--- config.mk ---
export PLATFORM = sky130hd
export DESIGN_NAME = gprc_top
export DESIGN_NICKNAME = d
export VERILOG_FILES = /design/src/design/gprc_pkg.sv /design/src/design/gprc_buf2.sv /design/src/design/gprc_top.sv
export SDC_FILE = /design/constraint.sdc
export NUM_CORES = 1
export LEC_CHECK = 0
export ABC_AREA = 1
export BUFFER_PORTS_ARGS = -buffer_cell sky130_fd_sc_hd__buf_2
export CORE_UTILIZATION = 35
export CTS_CLUSTER_SIZE = 40
export DETAILED_ROUTE_END_ITERATION = 8
export PLACE_DENSITY = 0.58
export SLEW_MARGIN = 20
export SYNTH_ARGS = -nofsm -noshare
export SYNTH_HDL_FRONTEND = slang
export SYNTH_SLANG_ARGS = --single-unit
--- constraint.sdc ---
create_clock -name clk -period 5.06 [get_ports clk]
set_clock_uncertainty 0.2 [all_clocks]
set_input_delay 1.012 -clock clk [delete_from_list [all_inputs] [get_ports clk]]
set_output_delay 1.012 -clock clk [all_outputs]
set_load 0.02 [all_outputs]
--- src/design/gprc_pkg.sv ---
package gprc_pkg;

  // ----------------------------------------------------------------
  // widths and field positions
  // ----------------------------------------------------------------
  localparam int unsigned BYTE_W    = 8;
  localparam int unsigned RSV_BIT   = 6;
  localparam int unsigned KIND_W    = 2;
  localparam int unsigned PAYLOAD_W = KIND_W + 1 + BYTE_W;
  localparam int unsigned IFC_CNT_W = 16;

  // ----------------------------------------------------------------
  // reset values and fixed bus codes
  // ----------------------------------------------------------------
  localparam logic [BYTE_W-1:0] RESP_DEFAULT    = 8'h00;
  localparam logic [BYTE_W-1:0] TIMEOUT_DEFAULT = 8'h0A;
  localparam logic [BYTE_W-1:0] UNTALK_CODE     = 8'h5F;

  // ----------------------------------------------------------------
  // timing
  // ----------------------------------------------------------------
  localparam int unsigned CLK_MHZ     = 50;
  localparam int unsigned IFC_MIN_US  = 500;
  // least time: exact product, so no rounding is lost
  localparam int unsigned IFC_MIN_CYC = IFC_MIN_US * CLK_MHZ;

  // ----------------------------------------------------------------
  // types
  // ----------------------------------------------------------------
  typedef enum logic [KIND_W-1:0] {
    KIND_CMD  = 2'b00,
    KIND_UNT  = 2'b01,
    KIND_DATA = 2'b10,
    KIND_EOI  = 2'b11
  } gprc_kind_t;

  typedef enum logic [0:0] {
    TX_IDLE = 1'b0,
    TX_SEND = 1'b1
  } gprc_tx_st_t;

  typedef struct packed {
    logic [BYTE_W-1:0]    resp;
    logic [BYTE_W-1:0]    timeout;
    logic                 flag_chg;
    logic                 flag_trg;
    logic                 flag_clr;
    logic                 ifc;
    logic [IFC_CNT_W-1:0] ifc_cnt;
    logic                 atn;
    logic                 eoi;
    gprc_tx_st_t          tx_st;
    gprc_kind_t           tx_kind;
    logic [BYTE_W-1:0]    dio;
    logic                 poll_drv;
    logic                 poll_s1;
    logic                 poll_s2;
    logic                 poll_prev;
    logic                 ack_s1;
    logic                 ack_s2;
    logic                 ack_prev;
    logic                 reject;
  } gprc_state_t;

endpackage : gprc_pkg

--- src/design/gprc_buf2.sv ---
`timescale 1ns/100ps
`default_nettype none

module gprc_buf2 #(
  parameter int unsigned W = 8
) (
  // clock and reset
  input  wire logic         clk,
  input  wire logic         rst,
  // filling side
  input  wire logic         in_valid,
  output logic              in_ready,
  input  wire logic [W-1:0] in_data,
  // draining side
  output logic              out_valid,
  input  wire logic         out_ready,
  output logic [W-1:0]      out_data
);
  import gprc_pkg::*;

  typedef struct packed {
    logic [1:0][W-1:0] mem;
    logic              wp;
    logic              rp;
    logic [1:0]        cnt;
  } gprc_buf_state_t;

  gprc_buf_state_t q;
  gprc_buf_state_t d;
  logic            push;
  logic            pop;

  // two entries let the source keep going for two words while the drain stalls
  assign in_ready  = (q.cnt != 2'h2);
  assign out_valid = (q.cnt != 2'h0);
  assign out_data  = q.mem[q.rp];
  assign push      = in_valid & in_ready;
  assign pop       = out_valid & out_ready;

  always_comb begin
    d = q;
    if (push) begin
      d.mem[q.wp] = in_data;
      d.wp        = ~q.wp;
    end
    if (pop) begin
      d.rp = ~q.rp;
    end
    d.cnt = q.cnt + {1'b0, push} - {1'b0, pop};
  end

  always_ff @(posedge clk or posedge rst) begin
    if (rst) begin
      q <= '0;
    end else begin
      q <= d;
    end
  end

endmodule : gprc_buf2

`default_nettype wire

--- src/design/gprc_top.sv ---
`timescale 1ns/100ps
`default_nettype none

module gprc_top #(
  parameter int unsigned IFC_CYCLES = gprc_pkg::IFC_MIN_CYC
) (
  // clock and reset
  input  wire logic                          clk,
  input  wire logic                          rst,
  // role configuration from host
  input  wire logic                          is_peripheral,
  input  wire logic                          is_sys_ctrl,
  input  wire logic                          is_active_ctrl,
  // poll response
  input  wire logic                          resp_load,
  input  wire logic [gprc_pkg::BYTE_W-1:0]   resp_value,
  output logic [gprc_pkg::BYTE_W-1:0]        poll_response_value,
  output logic                               rsv_status,
  // warm reset and defaults
  input  wire logic                          warm_reset,
  input  wire logic                          flag_change_set,
  input  wire logic                          flag_trigger_set,
  input  wire logic                          flag_clear_set,
  input  wire logic                          timeout_load,
  input  wire logic [gprc_pkg::BYTE_W-1:0]   timeout_value,
  output logic                               flag_change,
  output logic                               flag_trigger,
  output logic                               flag_clear,
  output logic [gprc_pkg::BYTE_W-1:0]        timeout_setting,
  output logic                               warm_busy,
  // command stream from host
  input  wire logic                          cmd_valid,
  output logic                               cmd_ready,
  input  wire gprc_pkg::gprc_kind_t          cmd_kind,
  input  wire logic [gprc_pkg::BYTE_W-1:0]   cmd_byte,
  input  wire logic                          cmd_last,
  input  wire logic                          resume_req,
  output logic                               op_reject,
  // bus lines, asserted high
  output logic                               ifc_out,
  output logic                               atn_out,
  output logic                               eoi_out,
  output logic                               srq_out,
  output logic                               dav_out,
  output logic [gprc_pkg::BYTE_W-1:0]        dio_out,
  output logic                               dio_oe,
  input  wire logic                          poll_read_pin,
  input  wire logic                          bus_ack_pin
);
  import gprc_pkg::*;

  localparam logic [IFC_CNT_W-1:0] IFC_LAST = IFC_CNT_W'(IFC_CYCLES - 1);

  gprc_state_t                q;
  gprc_state_t                d;
  logic                       poll_edge;
  logic                       ack_edge;
  logic                       needs_ac;
  logic                       bad_cmd;
  logic                       buf_in_valid;
  logic                       buf_in_ready;
  logic                       buf_out_valid;
  logic                       buf_out_ready;
  logic [PAYLOAD_W-1:0]       buf_out_data;
  gprc_kind_t                 out_kind;
  logic                       out_last;
  logic [BYTE_W-1:0]          out_byte;

  function automatic logic kind_is_command(input gprc_kind_t k);
    kind_is_command = (k == KIND_CMD) || (k == KIND_UNT);
  endfunction : kind_is_command

  // ----------------------------------------------------------------
  // command buffer
  // ----------------------------------------------------------------
  assign needs_ac     = kind_is_command(cmd_kind);
  assign bad_cmd      = needs_ac & ~is_active_ctrl;
  // a refused byte is still consumed so the host stream never hangs
  assign buf_in_valid = cmd_valid & ~bad_cmd;
  assign cmd_ready    = buf_in_ready;

  gprc_buf2 #(
    .W (PAYLOAD_W)
  ) u_buf (
    .clk       (clk),
    .rst       (rst),
    .in_valid  (buf_in_valid),
    .in_ready  (buf_in_ready),
    .in_data   ({cmd_kind, cmd_last, cmd_byte}),
    .out_valid (buf_out_valid),
    .out_ready (buf_out_ready),
    .out_data  (buf_out_data)
  );

  assign out_kind      = gprc_kind_t'(buf_out_data[PAYLOAD_W-1 -: KIND_W]);
  assign out_last      = buf_out_data[BYTE_W];
  assign out_byte      = buf_out_data[BYTE_W-1:0];
  assign buf_out_ready = (q.tx_st == TX_IDLE);

  // ----------------------------------------------------------------
  // next state
  // ----------------------------------------------------------------
  assign poll_edge = q.poll_s2 & ~q.poll_prev;
  assign ack_edge  = q.ack_s2 & ~q.ack_prev;

  always_comb begin
    d           = q;
    d.reject    = 1'b0;
    d.poll_s1   = poll_read_pin;
    d.poll_s2   = q.poll_s1;
    d.poll_prev = q.poll_s2;
    d.ack_s1    = bus_ack_pin;
    d.ack_s2    = q.ack_s1;
    d.ack_prev  = q.ack_s2;

    // poll response: a host load in the same cycle as a poll wins
    d.poll_drv = q.poll_s2 & is_peripheral;
    if (poll_edge && is_peripheral) begin
      d.dio              = q.resp;
      d.resp[RSV_BIT]    = 1'b0;
    end
    if (resp_load) begin
      d.resp = resp_value;
    end

    // status flags: a set in the reset cycle survives
    d.flag_chg = (q.flag_chg & ~warm_reset) | flag_change_set;
    d.flag_trg = (q.flag_trg & ~warm_reset) | flag_trigger_set;
    d.flag_clr = (q.flag_clr & ~warm_reset) | flag_clear_set;
    if (timeout_load) begin
      d.timeout = timeout_value;
    end

    // interface clear pulse
    if (q.ifc) begin
      if (q.ifc_cnt == IFC_LAST) begin
        d.ifc = 1'b0;
      end else begin
        d.ifc_cnt = q.ifc_cnt + 1'b1;
      end
    end

    // transmit engine
    if (q.tx_st == TX_IDLE) begin
      if (buf_out_valid) begin
        d.tx_st   = TX_SEND;
        d.tx_kind = out_kind;
        d.dio     = (out_kind == KIND_UNT) ? UNTALK_CODE : out_byte;
        d.atn     = kind_is_command(out_kind);
        d.eoi     = (out_kind == KIND_EOI) & out_last;
      end
    end else if (ack_edge) begin
      d.tx_st = TX_IDLE;
      d.eoi   = 1'b0;
    end

    // resume: refused while not controller or while bytes are pending
    if (resume_req) begin
      if (is_active_ctrl && q.tx_st == TX_IDLE && !buf_out_valid) begin
        d.atn = 1'b0;
      end else begin
        d.reject = 1'b1;
      end
    end
    if (cmd_valid && buf_in_ready && bad_cmd) begin
      d.reject = 1'b1;
    end

    // warm reset wins over timeout load and attention, and over a response load only on a peripheral; the flag sets win over it
    if (warm_reset) begin
      d.timeout = TIMEOUT_DEFAULT;
      d.atn     = 1'b0;
      if (is_peripheral) begin
        d.resp = RESP_DEFAULT;
      end
      if (is_sys_ctrl) begin
        d.ifc     = 1'b1;
        d.ifc_cnt = '0;
      end
    end
  end

  always_ff @(posedge clk or posedge rst) begin
    if (rst) begin
      q         <= '0;
      q.timeout <= TIMEOUT_DEFAULT;
    end else begin
      q <= d;
    end
  end

  // ----------------------------------------------------------------
  // outputs
  // ----------------------------------------------------------------
  assign poll_response_value = q.resp;
  assign rsv_status          = q.resp[RSV_BIT];
  assign srq_out             = q.resp[RSV_BIT] & is_peripheral;
  assign flag_change         = q.flag_chg;
  assign flag_trigger        = q.flag_trg;
  assign flag_clear          = q.flag_clr;
  assign timeout_setting     = q.timeout;
  assign warm_busy           = q.ifc;
  assign ifc_out             = q.ifc;
  assign atn_out             = q.atn;
  assign eoi_out             = q.eoi;
  assign dav_out             = (q.tx_st == TX_SEND);
  assign dio_out             = q.dio;
  assign dio_oe              = q.poll_drv | (q.tx_st == TX_SEND);
  assign op_reject           = q.reject;

  // ----------------------------------------------------------------
  // assertions
  // ----------------------------------------------------------------
  a_poll_clears_rsv: assert property (@(posedge clk) disable iff (rst)
    poll_edge && is_peripheral && !resp_load && !warm_reset |=> !rsv_status)
    else $error("serial poll did not clear service bit");

  a_srq_follows_load: assert property (@(posedge clk) disable iff (rst)
    resp_load && resp_value[RSV_BIT] && !warm_reset ##1 is_peripheral |-> srq_out)
    else $error("service request not raised after load");

  a_srq_released: assert property (@(posedge clk) disable iff (rst)
    $fell(rsv_status) |-> !srq_out)
    else $error("service request held after bit cleared");

  a_poll_dio_value: assert property (@(posedge clk) disable iff (rst)
    poll_edge && is_peripheral && q.tx_st == TX_IDLE && !buf_out_valid
    |=> dio_out == $past(q.resp) ##1 dio_oe)
    else $error("poll byte not presented on data lines");

  a_ifc_width: assert property (@(posedge clk) disable iff (rst)
    $fell(ifc_out) && !$past(warm_reset) |-> $past(q.ifc_cnt) == IFC_LAST)
    else $error("interface clear ended early");

  a_reset_defaults: assert property (@(posedge clk) disable iff (rst)
    warm_reset |=> timeout_setting == TIMEOUT_DEFAULT && !flag_change == !$past(flag_change_set))
    else $error("warm reset defaults not restored");

  a_cmd_under_atn: assert property (@(posedge clk) disable iff (rst)
    dav_out && kind_is_command(q.tx_kind) |-> atn_out && !eoi_out)
    else $error("command byte sent without attention or with end");

  a_data_no_atn: assert property (@(posedge clk) disable iff (rst)
    dav_out && !kind_is_command(q.tx_kind) |-> !atn_out)
    else $error("data byte sent under attention");

  a_untalk_code: assert property (@(posedge clk) disable iff (rst)
    dav_out && q.tx_kind == KIND_UNT |-> dio_out == UNTALK_CODE)
    else $error("untalk byte wrong");

  // only an idle engine with no refused byte alongside gives a clean accept or refuse
  a_resume_refused: assert property (@(posedge clk) disable iff (rst)
    resume_req && !warm_reset && q.tx_st == TX_IDLE && !buf_out_valid && !(cmd_valid && bad_cmd)
    |=> op_reject == !$past(is_active_ctrl) && (!$past(is_active_ctrl) || !atn_out))
    else $error("resume not refused or accepted as expected");

  c_poll_seen:   cover property (@(posedge clk) disable iff (rst) poll_edge && rsv_status);
  c_ifc_pulse:   cover property (@(posedge clk) disable iff (rst) $fell(ifc_out));
  c_resume_done: cover property (@(posedge clk) disable iff (rst) $fell(atn_out) && !warm_reset);
  c_eoi_sent:    cover property (@(posedge clk) disable iff (rst) eoi_out && dav_out);

endmodule : gprc_top

`default_nettype wire

After elaboration in Yosys (flattened, before gate mapping)
Index checks and enable logic that the tools add are counted.
{"block": "totals", "ff_bits": 83, "output_inout_bits": 37, "elab_cells": 104}
{"block": "classes", "n_addsub": 3, "order_cmp": 3, "eq_ne": 6, "mux": 27, "bitwise_logic": 24, "reduce_logical": 16}
{"operator": "8-bit two-way mux", "n": 6}
{"operator": "17-bit two-way mux", "n": 2}
{"operator": "11-bit two-way mux", "n": 3}
{"operator": "16-bit two-way mux", "n": 2}
{"operator": "22-bit bitwise mux", "n": 1}
{"operator": "18-bit two-way mux", "n": 1}
{"operator": "16-bit by 1-bit adder with 16-bit output (second input constant)", "n": 1}
{"operator": "16-bit by 15-bit equality test with 1-bit output (second input constant)", "n": 1}
{"operator": "13-bit two-way mux", "n": 1}
{"operator": "1-bit bitwise AND", "n": 12}
{"operator": "11-bit demux with 1-bit select", "n": 1}
{"operator": "1-bit two-way mux", "n": 8}
{"operator": "1-bit inverter", "n": 8}
{"operator": "1-bit logical AND", "n": 6}
{"operator": "2-bit nonzero test", "n": 3}
{"operator": "2-bit by 1-bit equality test with 1-bit output (second input constant)", "n": 2}
{"operator": "2-bit zero test", "n": 2}
{"operator": "1-bit by 2-bit less-than comparator with 1-bit output (second input constant)", "n": 2}
{"operator": "2-bit two-way mux", "n": 2}
{"operator": "1-bit bitwise OR", "n": 4}
{"operator": "2-bit AND reduction", "n": 2}
{"operator": "2-bit by 1-bit adder with 2-bit output", "n": 1}
{"operator": "2-bit equality test (second input constant)", "n": 1}
{"operator": "1-bit logical OR", "n": 2}
{"operator": "5 further kinds", "n": 5}

Logic depth before layout (Yosys ltp)
Gate-level depths: netlist (run 1).
{"block": "logic_depth", "ltp_word": 9, "depth_mapped": 10, "depth_no_buf": 10}

Modules after synthesis
From an unflattened synthesis (run 1), not the netlist that was laid out.
{"block": "hier_totals", "hier_cells": 501, "area_unflattened_um2": 4154.0}
{"module": "gprc_top", "n_inst": 1, "cells_each": 337, "area_per_inst_um2": 2859.0}
{"module": "gprc_buf2", "n_inst": 1, "cells_each": 164, "area_per_inst_um2": 1295.0}

Worst setup path after synthesis (run 1)
OpenSTA, ideal clock, no wires.
{"block": "synth_timing", "path_kind": "input to output", "startpoint": "in is_peripheral", "endpoint": "out srq_out", "arrival_ns": 1.190, "t_required_ns": 3.848, "path_slack_ns": 2.658, "cell_stages": 2, "cell_sequence": "nand2_1 inv_1"}
{"block": "synth_via", "elab_chain_len": 1}
{"element": "start: declaration", "line": "gprc_top.sv:11", "rtl": "input wire logic is_peripheral,"}
{"element": "1-bit bitwise AND", "line": "gprc_top.sv:197", "rtl": "assign srq_out = q.resp[RSV_BIT] & is_peripheral;"}
{"element": "end: declaration", "line": "gprc_top.sv:43", "rtl": "output logic srq_out,"}
Every way passes these cells.

Worst setup path in the final report (run 1)
{"block": "layout_timing", "startpoint": "reg q, in the netlist ifc_out", "endpoint": "out warm_busy"}
{"element": "start: declaration", "line": "gprc_top.sv:54", "rtl": "gprc_state_t q;"}
{"element": "end: declaration", "line": "gprc_top.sv:30", "rtl": "output logic warm_busy,"}
No word-level cell between the ends.

==> results of run 1 <==
[layout make-up]
class	instances	area, um^2
inverter	59	223
fill	1127	6340
sequential	81	2030
tap	140	175
multi-input combinational	299	1530
clock buffer	9	225
clock inverter	7	108
timing repair buffer	79	398
[cells in the mapped netlist, types with 3 or more instances]
cell type	number	share of area
clkinv_1	3	0.0028
nor2_2	6	0.0093
ha_1	3	0.0093
nand2_2	6	0.0093
nand4_1	7	0.011
a21oi_1	13	0.016
nor2_4	5	0.014
a21o_1	3	0.0056
buf_2	6	0.0075
xor2_1	5	0.011
inv_1	51	0.048
buf_4	28	0.052
o21ai_0	43	0.053
nand3_1	29	0.036
a22o_1	6	0.013
o21ai_1	9	0.011
a22oi_1	4	0.0075
inv_2	5	0.0047
nand2_1	105	0.098
o21bai_1	4	0.0075
dfrtp_1	79	0.49
nor2_1	36	0.034
[layout by cell type (no fill, tap or decap), drive strengths merged, types with 2 or more instances in the layout]
cell type and count:
a22o 6, bufinv 2, dfstp 2, o21bai 4, a21oi 14, dfrtp 79, xor2 5, buf 79
inv 59, nand2 112, o32ai 2, o21ai 52, ha 3, nand4 7, nand3 31, clkinv 4
a21o 3, nor2 47, xnor2 2, clkbuf 9, a22oi 4, o22a 2
[report_power, final]
| part | internal [uW] | switching [uW] |
|---|---|---|
| clock network | 443 | 286 |
| logic | 204 | 386 |
| registers | 813 | 114 |
| total | 1460 | 786 |
[final timing paths]
path / start / end / depth (start not counted)
setup / recovery: ifc_out / warm_busy / 1
hold / removal: d[5] / d[4] / 0
setup reg to reg: ifc_out / q[29] / 3
hold reg to reg: d[5] / d[4] / 0
max in group asynchronous: rst / u_buf.q[21] / 3
min in group asynchronous: rst / timeout_setting[5] / 2
[per-stage QoR]
stage | setup WS (ns) | cells | hold WS, ns
floorplan | 1.77 | 474 | 0.131
global placement | 2.50 | 658 | 0.134
detailed placement | 2.49 | 658 | 0.140
CTS | 2.36 | 674 | 0.150
global route | 2.28 | 674 | 0.154
finish | 2.39 | 674 | 0.150
[kinds of logic (layout without fill, tap and decap cells)]
group,count (synthesis),count (layout)
compound gates,90,90
xor+xnor,7,7
fa+ha+maj,3,3
buf+inv,94,154
flops,81,81
simple gates,199,199
[sequential cells by signal, summed over array words and instances, names as in the netlist]
| register | cells |
|---|---|
| u_buf.q | 26 |
| q | 19 |
| dio_out | 8 |
| poll_response_value | 8 |
| timeout_setting | 8 |
| d | 4 |
| atn_out | 1 |
| dav_out | 1 |
| eoi_out | 1 |
| flag_change | 1 |
| flag_clear | 1 |
| flag_trigger | 1 |
| ifc_out | 1 |
| op_reject | 1 |
[routing by layer]
metal	track usage	wire length, um	vias to the layer above
li1	-	-	1622
met5	0	0	-
met4	0.0514	78	0
met1	0.219	4310	1511
met3	0.0353	415	10
met2	0.266	4330	68
==> flow_summary.yaml, run 1 <==
final_layout:
  area_growth_pct: 16.5
  final_cell_area_um2: 4690
  layout-drive-gt1-share: 0.238
  n_antenna_cell: 0
  final_nets: 574
  layout.core_utilization: 0.425
critical_path:
  r2r_setup_slack_ns: 3.15
  cpMaxStageDelayCell: "dfrtp_1"
  critPathTopFamily: "flip-flops"
  worstPathMaxFanout: 21
  worst_setup_path_start_kind: "flop"
  timing_worst_setup_path_type: "reg -> out"
  cp.buffers_inverters: 1
  crit_path_end_kind: "primary output"
  cp_data_required_time_ns: 3.85
  maximum_cell_stage_delay_along_the_critical_path_ns: 0.84
  crit_path_cell_trace: "buf_2"
  cp.arrival_ns: 1.46
synthesis:
  synth_sequential_area_ratio: 0.504
  largest_family_of_logic_cells_by_synthesized_area: "simple AND/OR/NAND/NOR gates"
  avg_cell_area_syn_um2: 8.49
  syn-cell-area_um2: 4030
  synth_warnings: 0
  postSynth.asyncResetShare: 1.00
  compound_gate_fraction_of_synth_area: 0.134
  synth.net_count: 519
  ys_dominant_reg_cell: "dfrtp_1"
  post_synth_inst_count: 474
  synth_xor_area_frac: 0.0152
  synth-edff-count: 0
  synth-seq-cells: 81
  synth_cell_type_count: 35
  yosys-mux-area-fraction: 0
  synthAdderAreaFrac: 0.00933
  yosys.area_share.simple: 0.222
drt:
  firstDrtPassIters: 4
  ant_nets: 0
  route.final.wire_length_um: 9140
  detail_route.drc_violations: 0
  drt_iter0_drc: 174
  avgRoutedWirePerCell_um: 13.6
  dr_total_vias: 3211
  vias_per_cell: 4.76
outcome:
  outcome: "finished, final reports clean"
placed_design:
  port_buffer_count: 78
  detailed_place_hpwl_um: 6460
  placement.cell_area_um2: 4360
  globalplace.congestion: 0.866
job:
  maxCapViolations: 0
clock_network:
  clock_buffer_count_from_cts: 9
  worstSkewPairLatency_ns: 0.34
  cts_tree: "yes"
  clkSinkCount: 81
  htreeDepth: 3
  cts_max_path_buffers: 2
  post_cts.repair.setup_buffers: 0
  postCtsResizedCells: 0
  clkSlewWorstSetupHoldPaths_ns: 0.06
  cts_hold_repair.buffers: 0
  clk_root_buffer_cell: "clkbuf_16"
timing:
  setup-violations-final: 0
  setup_repair_after_global_routing_missed_its_margin: "no"
  min_period_ns: 2.67
  timing.final.max_slew_violations: 0
  totalNegativeSetupSlack_ns: 0
  final.period_utilization: 0.528
  fmax_ghz: 0.375
  timing.max_slew.rel_slack: 0.353
  transition_time_of_the_tightest_slew_check_pin_ns: 0.971
  finalHoldViolations: 0
pwr:
  p_total_uw: 2250
  power_per_cell_area_nw_per_um2: 479
  total_leakage_power_uw: 0.00234
  vdd_drop_max_mv: 0.239
die:
  design.die.area_um2: 11900
  initial_core_util: 0.365
  die_w_um: 109
  core_area_um2: 11000
  ioPinCount: 79
  fp-row-count: 38
  y_dimension_of_the_die_um: 109
global_routing:
  global_route_wire_length_before_repair_um: 15100
  first_global_vias: 3060
  number_of_antenna_violations_at_the_first_check_in_global_routing: 0
  grt_max_degree: 56
  global_route.overflow_total: 0
  globalRouteTotalUtil: 0.164
worst_hold_path:
  worstHoldPathType: "reg -> reg"
Note: power is estimated with default switching activity, not from simulation.
==> run 2, diff against run 1 <==
clock period = 2.5 ns   (was 5.06 ns; I/O delays follow)
==> flow_summary.yaml, run 2 (synthesis results as in run 1) <==
global_routing:
  globalRouteTotalUtil: 0.163
  grt.busiest_layer: "met2"
  global_route.overflow_total: 0
  global_route_wire_length_before_repair_um: 15100
  number_of_antenna_violations_at_the_first_check_in_global_routing: 0
  globalRouteMet3Util: 0.0347
  met1_usage: 0.213
  gr-usage-met2: 0.265
  first_global_vias: 3266
  grt_max_degree: 63
final_layout:
  largest_registers_ranked_by_flip_flop_count: "u_buf.q (26), q (19)"
  largest_register_ffs: 26
  layout.cells.most_common_list: "nand2_1 (105), dfrtp_1 (79), buf_2 (78)"
  area_growth_pct: 16.9
  layout-drive-gt1-share: 0.239
  final_cell_area_um2: 4710
  layout.cells.most_common: "nand2_1"
  final_nets: 576
  most_flops_register: "u_buf.q"
  n_antenna_cell: 0
timing:
  min_period_ns: 2.01
  setup_repair_after_global_routing_missed_its_margin: "no"
  fmax_ghz: 0.497
  timing.max_slew.rel_slack: 0.638
  totalNegativeSetupSlack_ns: 0
  final.period_utilization: 0.804
  setup-violations-final: 0
  transition_time_of_the_tightest_slew_check_pin_ns: 0.542
  timing.final.max_slew_violations: 0
  setup_ws_ns: 0.490
  finalHoldViolations: 0
die:
  initial_core_util: 0.365
  y_dimension_of_the_die_um: 109
  fp-row-count: 38
  ioPinCount: 79
  core_area_um2: 11000
  die_w_um: 109
  design.die.area_um2: 11900
drt:
  detail_route.drc_violations: 0
  avgRoutedWirePerCell_um: 13.3
  dr_total_vias: 3282
  firstDrtPassIters: 4
  ant_nets: 0
  route.final.wire_length_um: 9000
  drt_iter0_drc: 232
  vias_per_cell: 4.86
clock_network:
  clkSinkCount: 81
  post_cts.repair.setup_buffers: 0
  clkSlewWorstSetupHoldPaths_ns: 0.06
  cts_max_path_buffers: 2
  worstSkewPairLatency_ns: 0.34
  htreeDepth: 3
  clock_buffer_count_from_cts: 9
  cts_tree: "yes"
  postCtsResizedCells: 0
  clk_root_buffer_cell: "clkbuf_16"
  cts_hold_repair.buffers: 0
critical_path:
  worstPathMaxFanout: 5
  cp_data_required_time_ns: 1.80
  cp.arrival_ns: 1.31
  worst_setup_path_start_kind: "flop"
  crit_path_end_kind: "primary output"
  timing_worst_setup_path_type: "reg -> out"
placed_design:
  port_buffer_count: 78
  detailed_place_hpwl_um: 6460
  placement.cell_area_um2: 4390
  globalplace.congestion: 0.859
  dp_slack_ns: 0.636
worst_hold_path:
  worstHoldPathType: "in -> async"
pwr:
  seq_power_share: 0.420
  power_per_cell_area_nw_per_um2: 952
  power.share.combinational: 0.264
  share_clk_of_total_power: 0.317
  vdd_drop_max_mv: 0.406
  p_total_uw: 4480
  power_switching_share: 0.343
  total_leakage_power_uw: 0.00233
  power.net_switching_uw: 1540
  cell_internal_pwr_uw: 2940
outcome:
  outcome: "finished, final reports clean"
job:
  maxCapViolations: 0
-- run 2: final timing paths --
check / start / to / slack, ns / cells past startpoint
min reg2reg: d[5] / d[4] / 0.15 / 0
max: dav_out / dio_oe / 0.49 / 2
min: rst / q[32] / 0.04 / 3
max in group asynchronous: rst / timeout_setting[3] / 1.75 / 3
max reg2reg: u_buf.q[2] / dio_out[2] / 0.73 / 5
min in group clk: bus_ack_pin / d[2] / 0.07 / 1
-- run 2: layout make-up --
cell class	count	area (um^2)
clock inverters	6	91.3
clock buffers	10	229
fillers	1114	6320
repair buffers	81	425
inverters	59	225
multi-input cells	299	1530
flip-flops and latches	81	2030
well taps	140	175
-- run 2: worst max-delay path, stage by stage, from the launching register on --
cell and delay [ns]:
dfrtp_1 0.47, or2_2 0.34, buf_2 0.16
-- run 2: stage by stage --
step           hold WS [ns]  instances   util
3_5_place_dp          0.137        660  0.398
2_1_floorplan         0.131        474      -
4_1_cts              0.0424        676  0.427
3_3_place_gp          0.138        660  0.398
5_1_grt              0.0601        676  0.427
6_report             0.0367        676  0.427
-- run 2: power groups by stage --
stage | Sequential [uW] | Clock (uW) | Combinational (uW)
4_1_cts | 1880 | 1460 | 1200
5_1_grt | 1930 | 1500 | 1360
3_5_place_dp | 1910 | 0 | 1190
2_1_floorplan | 1830 | 0 | 1010
6_report | 1880 | 1420 | 1180
3_3_place_gp | 1890 | 0 | 1170
-- run 2: metal layers --
metal,wire length (um),vias up
li1,-,1626
met1,4180,1555
met2,4170,87
met3,487,14
met4,164,0
met5,0,-
==> run 3, diff against run 2 <==
ABC_AREA = 0   (was 1)
clock period = 1.9 ns   (was 2.5 ns; I/O delays follow)
==> flow_summary.yaml, run 3 <==
critical_path:
  cp_data_required_time_ns: 1.94
  crit_path_start: "q[21]"
  cpMaxStageDelayCell: "or4bb_4"
  worst_setup_path_start_kind: "flop"
  timing_worst_setup_path_type: "reg -> reg"
  critPathTopFamily: "simple AND/OR/NAND/NOR gates"
  maximum_cell_stage_delay_along_the_critical_path_ns: 0.47
  cp.buffers_inverters: 1
  worstPathMaxFanout: 8
  r2r_start: "q[21]"
  cp.arrival_ns: 2.01
  crit_path_end_kind: "flop"
  crit_path_cell_trace: "ha_2 > or4bb_4 > o41ai_4 > buf_6 > xor2_1 > nor2_1"
drt:
  avgRoutedWirePerCell_um: 14.0
  drt_iter0_drc: 93
  firstDrtPassIters: 4
  vias_per_cell: 4.78
  dr_total_vias: 2624
  route.final.wire_length_um: 7670
  detail_route.drc_violations: 0
  ant_nets: 0
timing:
  min_period_ns: 1.97
  setup_repair_after_global_routing_missed_its_margin: "yes"
  timing.max_slew.rel_slack: 0.655
  transition_time_of_the_tightest_slew_check_pin_ns: 0.515
  final.period_utilization: 1.03
  setup_ws_ns: -0.0654
  whs_ns: 0.0183
  timing.final.max_slew_violations: 0
  setup-violations-final: 5
  finalHoldViolations: 0
  totalNegativeSetupSlack_ns: -0.169
  fmax_ghz: 0.509
synthesis:
  postSynth.asyncResetShare: 1.00
  synth-edff-count: 0
  synth_most_common_cell: "dfrtp_1"
  synth_xor_area_frac: 0.0261
  largest_family_of_logic_cells_by_synthesized_area: "multiplexers"
  compound_gate_fraction_of_synth_area: 0.0790
  post_synth_inst_count: 321
  synth.largest_area_cell: "dfrtp_1"
  yosys.area_share.simple: 0.120
  ys_dominant_reg_cell: "dfrtp_1"
  avg_cell_area_syn_um2: 11.5
  yosys-mux-area-fraction: 0.136
  yosys-top-cells-count: "dfrtp_1 (79), buf_4 (25), nand2_1 (25)"
  synth_sequential_area_ratio: 0.550
  yosys-top-cells-area: "dfrtp_1 (54%), mux2_2 (7.3%), mux2i_1 (6.2%), buf_4 (5.1%), nand2_1 (2.5%)"
  synth_cell_type_count: 46
  synthAdderAreaFrac: 0.0102
  synth.net_count: 366
  synth_top_cell_area_share: 0.535
  synth_warnings: 0
  syn-cell-area_um2: 3690
  synth-seq-cells: 81
placed_design:
  placement.cell_area_um2: 4280
  port_buffer_count: 78
  globalplace.congestion: 0.789
  detailed_place_hpwl_um: 5420
clock_network:
  cts_tree: "yes"
  cts_max_path_buffers: 2
  clkSinkCount: 81
  clock_buffer_count_from_cts: 9
  htreeDepth: 3
  worstSkewPairLatency_ns: 0.35
  clk_root_buffer_cell: "clkbuf_8"
  clkSlewWorstSetupHoldPaths_ns: 0.09
final_layout:
  layout.cells.most_common_list: "buf_2 (78), dfrtp_1 (77), nand2_1 (25), buf_4 (25), mux2_2 (24)"
  fillerInstances: 992
  final_nets: 453
  layout.cells.most_common: "buf_2"
  most_flops_register: "u_buf.q"
  n_antenna_cell: 0
  largest_register_ffs: 26
  final_cell_area_um2: 4630
  layout-drive-gt1-share: 0.419
  largest_registers_ranked_by_flip_flop_count: "u_buf.q (26), q (19)"
  area_growth_pct: 25.5
global_routing:
  global_route.overflow_total: 0
  first_global_vias: 2606
  number_of_antenna_violations_at_the_first_check_in_global_routing: 0
  globalRouteTotalUtil: 0.145
  grt_max_degree: 82
  global_route_wire_length_before_repair_um: 12500
die:
  ioPinCount: 79
  initial_core_util: 0.359
  core_area_um2: 10300
  y_dimension_of_the_die_um: 105
  die_w_um: 105
  fp-row-count: 37
  design.die.area_um2: 11000
outcome:
  outcome: "finished with violations"
  violated_checks: "negative setup slack"
worst_hold_path:
  worst_hold_startpoint: "flag_clear_set"
  worstHoldPathType: "in -> reg"
job:
  maxCapViolations: 0
pwr:
  p_total_uw: 5680
  total_leakage_power_uw: 0.00220
  power_per_cell_area_nw_per_um2: 1230
  vdd_drop_max_mv: 0.538
-- run 3: cell type report --
| type | count | area [um^2] | area share |
|---|---|---|---|
| Clock buffer | 9 | 124 | 0.0267 |
| Sequential cell | 81 | 2030 | 0.438 |
| Clock inverter | 7 | 101 | 0.0219 |
| Timing Repair Buffer | 114 | 714 | 0.154 |
| Inverter | 13 | 55.1 | 0.0119 |
| Tap cell | 136 | 170 | 0.0367 |
| Multi-Input combinational cell | 189 | 1440 | 0.310 |
-- run 3: cell families (layout without fill, tap and decap cells) --
kind of cell               count (synthesis)  count (layout)
DFF                                       81              81
adders and majority gates                  3               3
buffers and inverters                     51             143
xor gates and xnor gates                  11              11
and+or+nand+nor                           87              87
muxes                                     47              47
AOI/OAI and AO/OA                         41              41
-- run 3: what timing repair did --
action / CTS / global route
hold endpoints to repair: 82 / 0
gates cloned: 0 / 1
setup endpoints to repair: 6 / 21
setup buffers: 2 / 3
pin swaps: 5 / 6
resized for setup: 1 / 13
hold buffers: 4 / 0
-- run 3: path summary, 6_finish.rpt --
check	to	slack (ns)	depth (start not counted)
min in group asynchronous	timeout_setting[2]	0.47	4
min	flag_clear	0.02	2
max in group asynchronous	dav_out	0.60	4
max reg2reg	q[21]	-0.07	6
min reg2reg	d[1]	0.16	0
max	q[21]	-0.07	6
-- run 3: where the power goes --
| part | switching (uW) | internal (uW) |
|---|---|---|
| logic | 868 | 910 |
| clock network | 660 | 754 |
| registers | 302 | 2190 |
| total | 1830 | 3850 |
-- run 3: stage by stage --
| step | worst slack [ns] | utilization | instances |
|---|---|---|---|
| final | -0.0654 | 0.451 | 549 |
| after floorplan | -0.0431 | - | 321 |
| after global routing | -0.179 | 0.451 | 549 |
| after global placement | -0.0366 | 0.417 | 523 |
| after detailed placement | -0.0385 | 0.417 | 523 |
| after CTS | -0.0370 | 0.444 | 545 |
-- run 3: routing by layer --
| metal | routed length [um] | GRT usage | up-vias |
|---|---|---|---|
| li1 | - | - | 1261 |
| met1 | 3410 | 0.179 | 1296 |
| met2 | 3840 | 0.242 | 56 |
| met3 | 303 | 0.0356 | 11 |
| met4 | 116 | 0.0604 | 0 |
| met5 | 0 | 0 | - |
